File: src/hdl/scp_pkg.sv
// Constants for the serial configuration port controller.
// Assumes a 100 MHz ref_clk that oversamples the serial pins.
`default_nettype none
package scp_pkg;

  // ****************************************************************
  // Timing
  // ****************************************************************
  localparam int REF_CLK_HZ = 100000000;
  localparam int SCLK_MAX_HZ = 20000000;
  // Reference cycles in the shortest serial clock period
  localparam int SCLK_MIN_CYCLES = REF_CLK_HZ / SCLK_MAX_HZ;

  // ****************************************************************
  // Frame layout
  // ****************************************************************
  localparam int BYTE_BITS = 8;
  localparam int ADDR_BITS = 7;
  localparam int NUM_REGS = 128;
  localparam int INSTR_RW_BIT = 7;
  localparam logic [2:0] LAST_BIT_IDX = 3'h7;

  // ****************************************************************
  // Port configuration register
  // ****************************************************************
  localparam logic [6:0] CFG_REG_ADDR = 7'h00;
  localparam int CFG_BIDIR_BIT = 7;
  localparam int CFG_LSB_FIRST_BIT = 6;
  localparam int CFG_SOFT_RST_BIT = 5;
  localparam logic [7:0] CFG_RESET_VAL = 8'h80;
  localparam logic [7:0] REG_RESET_VAL = 8'h00;

  // Serial controller phases
  typedef enum logic [1:0] {
    SCP_INSTR = 2'b00,
    SCP_DATA = 2'b01
  } scp_phase_t;

endpackage : scp_pkg

`default_nettype wire

File: src/hdl/scp_port.sv
// Serial configuration port: instruction byte then one data byte.
// Assumes sclk, cs_n and data pins come from an outside master and are
// oversampled by ref_clk; the wire level is resolved from the enables.
//
// Behaviour
// - First eight rising edges carry instruction
// - Instruction decides direction and register address
// - Exactly one data byte follows instruction
// - Write lands on last data bit
// - Chip select stall on byte boundary resumes
// - Stall mid-byte returns to instruction state
// - Instruction bit 7: one reads, zero writes
// - Instruction bits 6..0 give register address
// - Both MSB-first and LSB-first orders supported
// - Bidirectional pin or separate in/out pins
// - Every register readable and writable
// - Sample and launch on rising serial edges
// - Chip select high floats both outputs
// - Config bit 7 picks pin mode, default one
// - Config bit 6 picks bit order, default zero
`timescale 1ns/10ps
`default_nettype none

module scp_port
  import scp_pkg::*;
(
  // Clock and reset
  input wire logic ref_clk,
  input wire logic nrst,
  // Serial pins from the master
  input wire logic sclk,
  input wire logic cs_n,
  // Bidirectional data pin
  input wire logic sdio_in,
  output logic sdio_out,
  output logic sdio_oe,
  // Separate output pin
  output logic serial_out_pin,
  output logic serial_out_pin_oe,
  // Port configuration seen by the device
  output logic cfg_bidir,
  output logic cfg_lsb_first,
  // Register write notification
  output logic reg_wr_strobe,
  output logic [6:0] reg_wr_addr,
  output logic [7:0] reg_wr_data,
  output logic soft_reset_pulse
);

  // ****************************************************************
  // Pin synchronisers
  // ****************************************************************
  logic [1:0] sclk_sync_reg;
  logic [1:0] cs_sync_reg;
  logic [1:0] din_sync_reg;
  logic sclk_prev_reg;

  // Two flops per pin, then one more for sclk edge finding
  always_ff @(posedge ref_clk or negedge nrst) begin
    if (!nrst) begin
      sclk_sync_reg <= 2'h0;
      cs_sync_reg <= 2'h3;
      din_sync_reg <= 2'h0;
      sclk_prev_reg <= 1'b0;
    end else begin
      sclk_sync_reg <= {sclk_sync_reg[0], sclk};
      cs_sync_reg <= {cs_sync_reg[0], cs_n};
      din_sync_reg <= {din_sync_reg[0], sdio_in};
      sclk_prev_reg <= sclk_sync_reg[1];
    end
  end

  logic sclk_rise;
  logic cs_active;
  logic din;
  assign sclk_rise = sclk_sync_reg[1] & ~sclk_prev_reg;
  assign cs_active = ~cs_sync_reg[1];
  assign din = din_sync_reg[1];

  // ****************************************************************
  // Register array
  // ****************************************************************
  logic [7:0] regs_mem [NUM_REGS];
  logic [7:0] cfg_byte;
  assign cfg_byte = regs_mem[CFG_REG_ADDR];
  assign cfg_bidir = cfg_byte[CFG_BIDIR_BIT];
  assign cfg_lsb_first = cfg_byte[CFG_LSB_FIRST_BIT];

  // Shift in one bit in the selected order
  function automatic logic [7:0] shift_in(input logic [7:0] sr,
                                          input logic bit_in,
                                          input logic lsb_first);
    if (lsb_first) begin
      shift_in = {bit_in, sr[7:1]};
    end else begin
      shift_in = {sr[6:0], bit_in};
    end
  endfunction : shift_in

  // Pick the outgoing bit for a position in the selected order
  function automatic logic pick_bit(input logic [7:0] data,
                                    input logic [2:0] idx,
                                    input logic lsb_first);
    if (lsb_first) begin
      pick_bit = data[idx];
    end else begin
      pick_bit = data[LAST_BIT_IDX - idx];
    end
  endfunction : pick_bit

  // ****************************************************************
  // Serial controller
  // ****************************************************************
  scp_phase_t phase_reg, phase_next;
  logic [2:0] bit_cnt_reg, bit_cnt_next;
  logic [7:0] shift_reg, shift_next;
  logic rd_reg, rd_next;
  logic [6:0] addr_reg, addr_next;
  logic [7:0] rd_byte_reg, rd_byte_next;
  logic out_bit_reg, out_bit_next;
  logic wr_en;
  logic [7:0] wr_byte;
  logic [7:0] shifted;

  // Next state of the controller
  always_comb begin
    phase_next = phase_reg;
    bit_cnt_next = bit_cnt_reg;
    shift_next = shift_reg;
    rd_next = rd_reg;
    addr_next = addr_reg;
    rd_byte_next = rd_byte_reg;
    out_bit_next = out_bit_reg;
    wr_en = 1'b0;
    shifted = shift_in(shift_reg, din, cfg_lsb_first);
    wr_byte = shifted;
    if (!cs_active) begin
      // Stall is kept only on a byte boundary
      if (bit_cnt_reg != 3'h0) begin
        phase_next = SCP_INSTR;
        bit_cnt_next = 3'h0;
      end
    end else if (sclk_rise) begin
      shift_next = shifted;
      bit_cnt_next = bit_cnt_reg + 3'h1;
      if (phase_reg == SCP_DATA && rd_reg) begin
        // Launch the next read bit on this rising edge
        out_bit_next = pick_bit(rd_byte_reg, bit_cnt_reg + 3'h1,
                                cfg_lsb_first);
      end
      if (bit_cnt_reg == LAST_BIT_IDX) begin
        case (phase_reg)
          SCP_INSTR: begin
            phase_next = SCP_DATA;
            rd_next = shifted[INSTR_RW_BIT];
            addr_next = shifted[ADDR_BITS-1:0];
            rd_byte_next = regs_mem[shifted[ADDR_BITS-1:0]];
            out_bit_next = pick_bit(regs_mem[shifted[ADDR_BITS-1:0]],
                                    3'h0, cfg_lsb_first);
          end
          SCP_DATA: begin
            phase_next = SCP_INSTR;
            wr_en = ~rd_reg;
          end
          default: begin
            phase_next = SCP_INSTR;
          end
        endcase
      end
    end
  end

  // Controller registers
  always_ff @(posedge ref_clk or negedge nrst) begin
    if (!nrst) begin
      phase_reg <= SCP_INSTR;
      bit_cnt_reg <= 3'h0;
      shift_reg <= 8'h00;
      rd_reg <= 1'b0;
      addr_reg <= 7'h00;
      rd_byte_reg <= 8'h00;
      out_bit_reg <= 1'b0;
    end else begin
      phase_reg <= phase_next;
      bit_cnt_reg <= bit_cnt_next;
      shift_reg <= shift_next;
      rd_reg <= rd_next;
      addr_reg <= addr_next;
      rd_byte_reg <= rd_byte_next;
      out_bit_reg <= out_bit_next;
    end
  end

  // ****************************************************************
  // Register writes and soft reset
  // ****************************************************************
  logic soft_rst;
  logic [7:0] cfg_wr;
  assign soft_rst = wr_en && addr_reg == CFG_REG_ADDR &&
                    wr_byte[CFG_SOFT_RST_BIT];
  // Soft reset bit self-clears; config byte keeps the rest
  assign cfg_wr = wr_byte & ~(8'h01 << CFG_SOFT_RST_BIT);

  // Array update; soft reset restores all but the config byte
  always_ff @(posedge ref_clk or negedge nrst) begin
    if (!nrst) begin
      for (int i = 0; i < NUM_REGS; i++) begin
        regs_mem[i] <= (i == 0) ? CFG_RESET_VAL : REG_RESET_VAL;
      end
    end else if (soft_rst) begin
      for (int i = 1; i < NUM_REGS; i++) begin
        regs_mem[i] <= REG_RESET_VAL;
      end
      regs_mem[CFG_REG_ADDR] <= cfg_wr;
    end else if (wr_en) begin
      regs_mem[addr_reg] <= (addr_reg == CFG_REG_ADDR) ?
                            cfg_wr : wr_byte;
    end
  end

  // Write notification outputs
  always_ff @(posedge ref_clk or negedge nrst) begin
    if (!nrst) begin
      reg_wr_strobe <= 1'b0;
      reg_wr_addr <= 7'h00;
      reg_wr_data <= 8'h00;
      soft_reset_pulse <= 1'b0;
    end else begin
      reg_wr_strobe <= wr_en;
      reg_wr_addr <= wr_en ? addr_reg : reg_wr_addr;
      reg_wr_data <= wr_en ? wr_byte : reg_wr_data;
      soft_reset_pulse <= soft_rst;
    end
  end

  // ****************************************************************
  // Output pins
  // ****************************************************************
  logic read_drive;
  // Drive only while selected and in a read data phase
  assign read_drive = cs_active && phase_reg == SCP_DATA && rd_reg;
  assign sdio_out = out_bit_reg;
  assign serial_out_pin = out_bit_reg;
  assign sdio_oe = read_drive & cfg_bidir;
  assign serial_out_pin_oe = read_drive & ~cfg_bidir;

endmodule : scp_port

`default_nettype wire

File: config.mk
export PLATFORM = sky130hd
export DESIGN_NAME = scp_port
export DESIGN_NICKNAME = d
export VERILOG_FILES = /design/src/hdl/scp_pkg.sv /design/src/hdl/scp_port.sv
export SDC_FILE = /design/constraint.sdc
export NUM_CORES = 2
export LEC_CHECK = 0
export BUFFER_PORTS_ARGS = -buffer_cell sky130_fd_sc_hd__buf_2
export CORE_ASPECT_RATIO = 0.9
export CORE_MARGIN = 10
export CORE_UTILIZATION = 66
export DETAILED_ROUTE_END_ITERATION = 8
export PLACE_DENSITY = 0.94
export SLEW_MARGIN = 30
export SYNTH_ARGS = -nofsm -noshare
export SYNTH_HDL_FRONTEND = slang
export SYNTH_SLANG_ARGS = --single-unit
File: constraint.sdc
create_clock -name ref_clk -period 4.9 [get_ports ref_clk]
set_clock_uncertainty 0.15 [all_clocks]
set_input_delay 0.245 -clock ref_clk [delete_from_list [all_inputs] [get_ports ref_clk]]
set_output_delay 0.245 -clock ref_clk [all_outputs]
set_load 0.005 [all_outputs]
Yosys cells after proc, flatten, opt, wreduce, memory -nomap -nowiden
Index checks and enable logic that the tools add are counted.

operators by class
  multiplexer cells = 31
  equal/unequal tests = 3
  bitwise gates (word level) = 9
  reduce and logical (&&, ||, !) cells = 16
  $lt $le $gt $ge = 5
  add/subtract/negate cells = 2

operators by type and width
  operator                                                   count
  2-to-1 mux 1024 bit                                        2
  bitwise mux 1024 bit                                       1
  binary-select mux 8 bit (select 7 bit)                     1
  demux 8 bit (select 7 bit)                                 1
  2-to-1 mux 8 bit                                           4
  greater-or-equal comparator 8 bit (second input constant)  2
  NOT 7 -> 8 bit                                             2
  2-to-1 mux 1 bit                                           12
  2-to-1 mux 3 bit                                           3
  < comparator 3 x 4 -> 1 bit (second input constant)        2
  < comparator 8 x 1 -> 1 bit (second input constant)        1
  2-to-1 mux 2 bit                                           4
  zero test 7 bit                                            1
  binary-select mux 1 bit (select 3 bit)                     2
  logical AND 1 bit                                          6
  2-to-1 mux 6 bit                                           1
  nonzero test 2 bit                                         3
  NOT 1 bit                                                  4
  AND reduction 2 bit                                        2
  AND reduction 4 bit                                        1
  adder 3 x 1 -> 3 bit (second input constant)               1
  AND 1 bit                                                  3
  == test 3 bit (second input constant)                      1
  AND reduction 3 bit                                        1
  other kinds (5)                                            5

storage, ports and cells
  flip-flop bits (word level) = 1078
  output and inout bits = 23
  word-level logic and storage cells = 209
  bits of input ports = 5

Depth between registers and ports, before layout
  depth in word-level cells = 8
  gate-level depth with buffers = 13
  gate-level depth less buffers = 8

Worst setup path before layout
OpenSTA, ideal clock, no wires.

  path type = register to register
  start = register regs_mem (netlist bit cfg_byte[6])
  end = register out_bit_reg, in the netlist sdio_out
  required time = 4626 ps
  period minus slack after synthesis = 2704 ps
  arrival = 2430 ps
  buffers on the path = 2
  path slack = 2196 ps
  cell stages (with the launch flop) = 10
  setup time = 124 ps
  cells stage by stage = dfrtp_1 > buf_6 > mux2_4 > buf_6 > mux4_2 > a2111oi_2 > o21ai_1 > o211a_1 > o211a_1 > o31a_1

between the ends
  word-level cells in the longest chain between the ends = 8
  elaborated cells between the ends (all ways) = 10
  those cells by class = mux: 9; bitwise: 1

ends and longest elaborated chain
  element                                               RTL line         text
  from (decl)                                           scp_port.sv:83   logic [7:0] regs_mem [NUM_REGS];
  from (signal, indexed assignment)                     scp_port.sv:208  regs_mem[i] <= (i == 0) ? CFG_RESET_VAL : REG_RESET_VAL;
  from (signal, indexed assignment)                     scp_port.sv:214  regs_mem[CFG_REG_ADDR] <= cfg_wr;
  from (signal, indexed assignment)                     scp_port.sv:216  regs_mem[addr_reg] <= (addr_reg == CFG_REG_ADDR) ?
  2-to-1 mux 8 bit                                      scp_port.sv:93   if (lsb_first) begin
  NOT 7 -> 8 bit (not written as such)                  scp_port.sv:158  out_bit_next = pick_bit(regs_mem[shifted[ADDR_BITS-1:0]],
  binary-select mux 8 bit (select 7 bit)                scp_port.sv:158
  2-to-1 mux 8 bit (not written as such) (2 in series)  scp_port.sv:158
  2-to-1 mux 1 bit                                      scp_port.sv:104  if (lsb_first) begin
  2-to-1 mux 1 bit                                      scp_port.sv:152  case (phase_reg)
  2-to-1 mux 1 bit (*)                                  scp_port.sv:151  if (bit_cnt_reg == LAST_BIT_IDX) begin
  to (signal assigned)                                  scp_port.sv:190  out_bit_reg <= out_bit_next;
  to (decl)                                             scp_port.sv:120  logic out_bit_reg, out_bit_next;

Every way passes the cells marked *; elsewhere a longest branch is shown, timed or not. The select of a mux whose other input is x is not followed.
A chain may end at the register's enable or synchronous reset.

Worst setup path after layout
  start = register din_sync_reg[1]
  end = register rd_byte_reg[6]

between the ends
  word-level cells in the longest chain between the ends = 5

ends and longest elaborated chain
  element                                               RTL line         text
  from (decl)                                           scp_port.sv:55   logic [1:0] din_sync_reg;
  from (signal assigned)                                scp_port.sv:68   din_sync_reg <= {din_sync_reg[0], sdio_in};
  2-to-1 mux 8 bit                                      scp_port.sv:93
  NOT 7 -> 8 bit (not written as such)                  scp_port.sv:157  rd_byte_next = regs_mem[shifted[ADDR_BITS-1:0]];
  binary-select mux 8 bit (select 7 bit)                scp_port.sv:157
  2-to-1 mux 8 bit (not written as such) (2 in series)  scp_port.sv:157
  to (signal assigned)                                  scp_port.sv:189  rd_byte_reg <= rd_byte_next;
  to (decl)                                             scp_port.sv:119  logic [7:0] rd_byte_reg, rd_byte_next;

Every way passes these cells. The select of a mux whose other input is x is not followed.

==> results.sh <==
export IMPL_final_nets=5335
export IMPL_utilization_pct=72.6
export IMPL_synth_cells=5584
export IMPL_cts_made_buffers=105
export IMPL_cts_tree="done"
export IMPL_setup_tns_ns=0
export IMPL_finalSetupViolCount=0
export IMPL_fp_row_count=97
export IMPL_grt_use_total_pct=34.8
export IMPL_placedCellCount=6253
export IMPL_fmax_ghz=0.232
export IMPL_initial_core_util_pct=66.4
export IMPL_synthFlopType="dfrtp_1"
export IMPL_drc=0
export IMPL_grt_antenna_before_repair=4
export IMPL_synth_fp_nets=5592
export IMPL_max_cap_violations=0
export IMPL_fin_cells=6455
export IMPL_viasPerCell=7.13
export IMPL_power_density_mw_per_mm2=361
export IMPL_timing_rr_start="din_sync_reg[1]$_DFF_PN0_"
export IMPL_die_width_um=315
export IMPL_hpwl_mm=91.7
export IMPL_ys_warn_count=0
export IMPL_hold_start="sdio_in"
export IMPL_worst_r2r_path_depth=9
export IMPL_drt_wl_total_mm=160
export IMPL_synth_area_mm2=0.0516
export IMPL_clk_pin_slew_ns=0.06
export IMPL_reg2reg_slack_ns=0.60
export IMPL_tightest_slew_ns=1.21
export IMPL_portBuffers=27
export IMPL_min_path_cells=2
export IMPL_max_vdd_ir_drop_v=0.000348
export IMPL_power_total_mw=20.4
export IMPL_avgSynthCellArea_um2=9.24
export IMPL_grt_overflow_total=0
export IMPL_nFillCells=4823
export IMPL_hold_viol_final=0
export IMPL_clock_latency_ns=0.71
export IMPL_max_slew_margin_pct=18.5
export IMPL_status="finished clean"
export IMPL_fp_dieH_um=285
export IMPL_grt_pass1_vias=44500
export IMPL_cts_max_level=3
export IMPL_clk_path_buf_depth=3
export IMPL_ioPinCount=28
export IMPL_clkSinkCount=1077
export IMPL_end_kind="flip-flop"
export IMPL_gp_congestion=1.02
export IMPL_worstHoldEndpoint="din_sync_reg[0]$_DFF_PN0_"
export IMPL_grt_max_degree=136
export IMPL_cts_resized_gates=0
export IMPL_ant_nets=0
export IMPL_synth_edf_count=0
export IMPL_wl_per_cell_um=24.8
export IMPL_area_growth_pct=9.28
export IMPL_holdCritPathClass="input port to flip-flop"
export IMPL_required_ns=5.36
export IMPL_regMostFlops="regs_mem"
export IMPL_ys_seq_area_share_pct=52.2
export IMPL_vias=46000
export IMPL_rsz0062_at_grt="no"
export IMPL_ys_types=65
export IMPL_worstSetupPathType="flip-flop to flip-flop"
export IMPL_drive_gt1_share_pct=9.87
export IMPL_first_pass_iters=8
export IMPL_fin_crit_sh_pct=87.8
export IMPL_worstPathArrival_ns=4.76
export IMPL_dieArea_mm2=0.0898
export IMPL_cp_max_fo=94
export IMPL_p_leak_nw=22.8
export IMPL_core_mm2=0.0777
export IMPL_period_needed_ns=4.30
export IMPL_grt_pass1_wl_mm=251
export IMPL_largest_reg_flops=1016
export IMPL_async_flop_share_pct=100
export IMPL_cts_root_buf="clkbuf_16"
export IMPL_dr_first_iter_drc_count=8649
export IMPL_slew_viol_final=0
export IMPL_r2r_end="rd_byte_reg[6]$_DFFE_PN0P_"
export IMPL_startpoint_type="flip-flop"
export IMPL_yosys_register_bits=1077
## worst max-delay path, cell delays in order (launching register included)
cell and delay (ns):
dfrtp_1 0.65, mux2_8 0.75, buf_12 0.29, nand2_1 0.07
and3_1 0.19, a311oi_1 0.29, a311oi_1 0.19, o41ai_1 0.89
nor4_1 0.17, o31ai_1 0.30
## layout make-up
cell class,instances,area (um2),area share (%)
antenna,4,10.0,0.0178
clock buffer,148,3050,5.41
clock inverter,44,520,0.923
inverter,7,33.8,0.0599
multi-input combinational,3946,22600,40.1
sequential,1077,27000,47.8
tap,1039,1300,2.31
timing repair buffer,190,1930,3.41
## stage by stage
stage / hold slack [ns] / setup WS (ns) / instance area [um2]
3_5_place_dp: 0.199 / 1.04 / 52600
5_1_grt: 0.0432 / 0.646 / 56400
4_1_cts: 0.0196 / 0.965 / 56200
3_3_place_gp: 0.203 / 0.969 / 52500
6_report: 0.0434 / 0.597 / 56400
2_1_floorplan: -0.201 / 2.20 / 51600
## where the power goes
group	internal, mW	total, mW	leakage, nW	switching [mW]
registers	8.92	8.98	15.0	0.0595
clock network	4.83	8.45	1.76	3.62
logic	0.675	2.95	5.98	2.28
## synth_stat cells (all sizes together), types with 6 or more instances
library cell     n  area [um2]
dfrtp         1074       26900
nor2          1062        3990
nand2          983        3700
a211oi         866        6500
clkbuf         311        1170
buf            243        1210
mux2i          178        1800
nand3          169         846
o21ai          167         836
a311oi         117        1020
and3            95         594
a21oi           71         355
mux4            52        1170
o31ai           29         218
a31oi           17         106
nor3            16        80.1
o22ai           16         100
mux2            12         139
nor2b            9        56.3
a32oi            8        70.1
nand4            7        43.8
a2111oi          6        58.8
inv              6        22.5
o211ai           6        45.0
o21a             6        45.0
## logic make-up after synthesis
group / count (synthesis) / share of synthesized area (%)
buf+inv: 561 / 4.67
compound gates: 1342 / 18.7
mux: 242 / 6.03
fa+ha+maj: 3 / 0.0728
simple gates: 2359 / 18.3
flops: 1077 / 52.2
## placed cells by master (no fill, tap or decap), types with 7 or more instances in the layout
| cell | Yosys | layout |
|---|---|---|
| dfrtp_1 | 1074 | 1074 |
| nand2_1 | 979 | 978 |
| nor2_1 | 1061 | 974 |
| a211oi_1 | 866 | 866 |
| mux2i_1 | 175 | 170 |
| nand3_1 | 169 | 169 |
| o21ai_0 | 166 | 166 |
| a311oi_1 | 117 | 116 |
| buf_4 | 11 | 114 |
| clkbuf_16 | 0 | 108 |
| and3_1 | 95 | 95 |
| nor2_2 | 1 | 88 |
| a21oi_1 | 71 | 70 |
| mux4_2 | 52 | 52 |
| buf_12 | 0 | 41 |
| o31ai_1 | 29 | 29 |
| buf_2 | 197 | 26 |
| clkinv_2 | 0 | 25 |
| clkbuf_1 | 311 | 20 |
| clkbuf_8 | 0 | 20 |
| a31oi_1 | 17 | 17 |
| nor3_1 | 16 | 16 |
| o22ai_1 | 16 | 16 |
| nor2b_1 | 9 | 9 |
| mux2_2 | 11 | 9 |
| bufinv_16 | 0 | 9 |
| a32oi_1 | 8 | 8 |
| mux2i_4 | 1 | 7 |
| nand4_1 | 7 | 7 |
## metal layers
| metal | global-route usage, % | part of all wire, % | vias to the layer above |
|---|---|---|---|
| met5 | 0 | 0.015 | - |
| met4 | 20.3 | 6.6 | 4 |
| met3 | 12.2 | 14 | 843 |
| met2 | 50.4 | 44 | 3802 |
| met1 | 44.9 | 36 | 22200 |
| li1 | - | - | 19200 |
## what timing repair did
action,in CTS,in global routing
hold endpoints to repair,88,27
buffers inserted,0,0
hold buffers,4,1
## worst max-delay path by stage
| stage | from | endpoint | slack (ns) |
|---|---|---|---|
| final | din_sync_reg[1]$_DFF_PN0_ | rd_byte_reg[6]$_DFFE_PN0P_ | 0.60 |
| after global routing | din_sync_reg[1]$_DFF_PN0_ | rd_byte_reg[6]$_DFFE_PN0P_ | 0.65 |
| after CTS | din_sync_reg[1]$_DFF_PN0_ | rd_byte_reg[6]$_DFFE_PN0P_ | 0.97 |
| after detailed placement | din_sync_reg[1]$_DFF_PN0_ | rd_byte_reg[6]$_DFFE_PN0P_ | 1.04 |
| after global placement | din_sync_reg[1]$_DFF_PN0_ | rd_byte_reg[1]$_DFFE_PN0P_ | 0.97 |
| after floorplan | cfg_byte[6]$_DFFE_PN0P_ | sdio_out$_DFFE_PN0P_ | 2.20 |
Note: power is estimated with default switching activity, not from simulation.
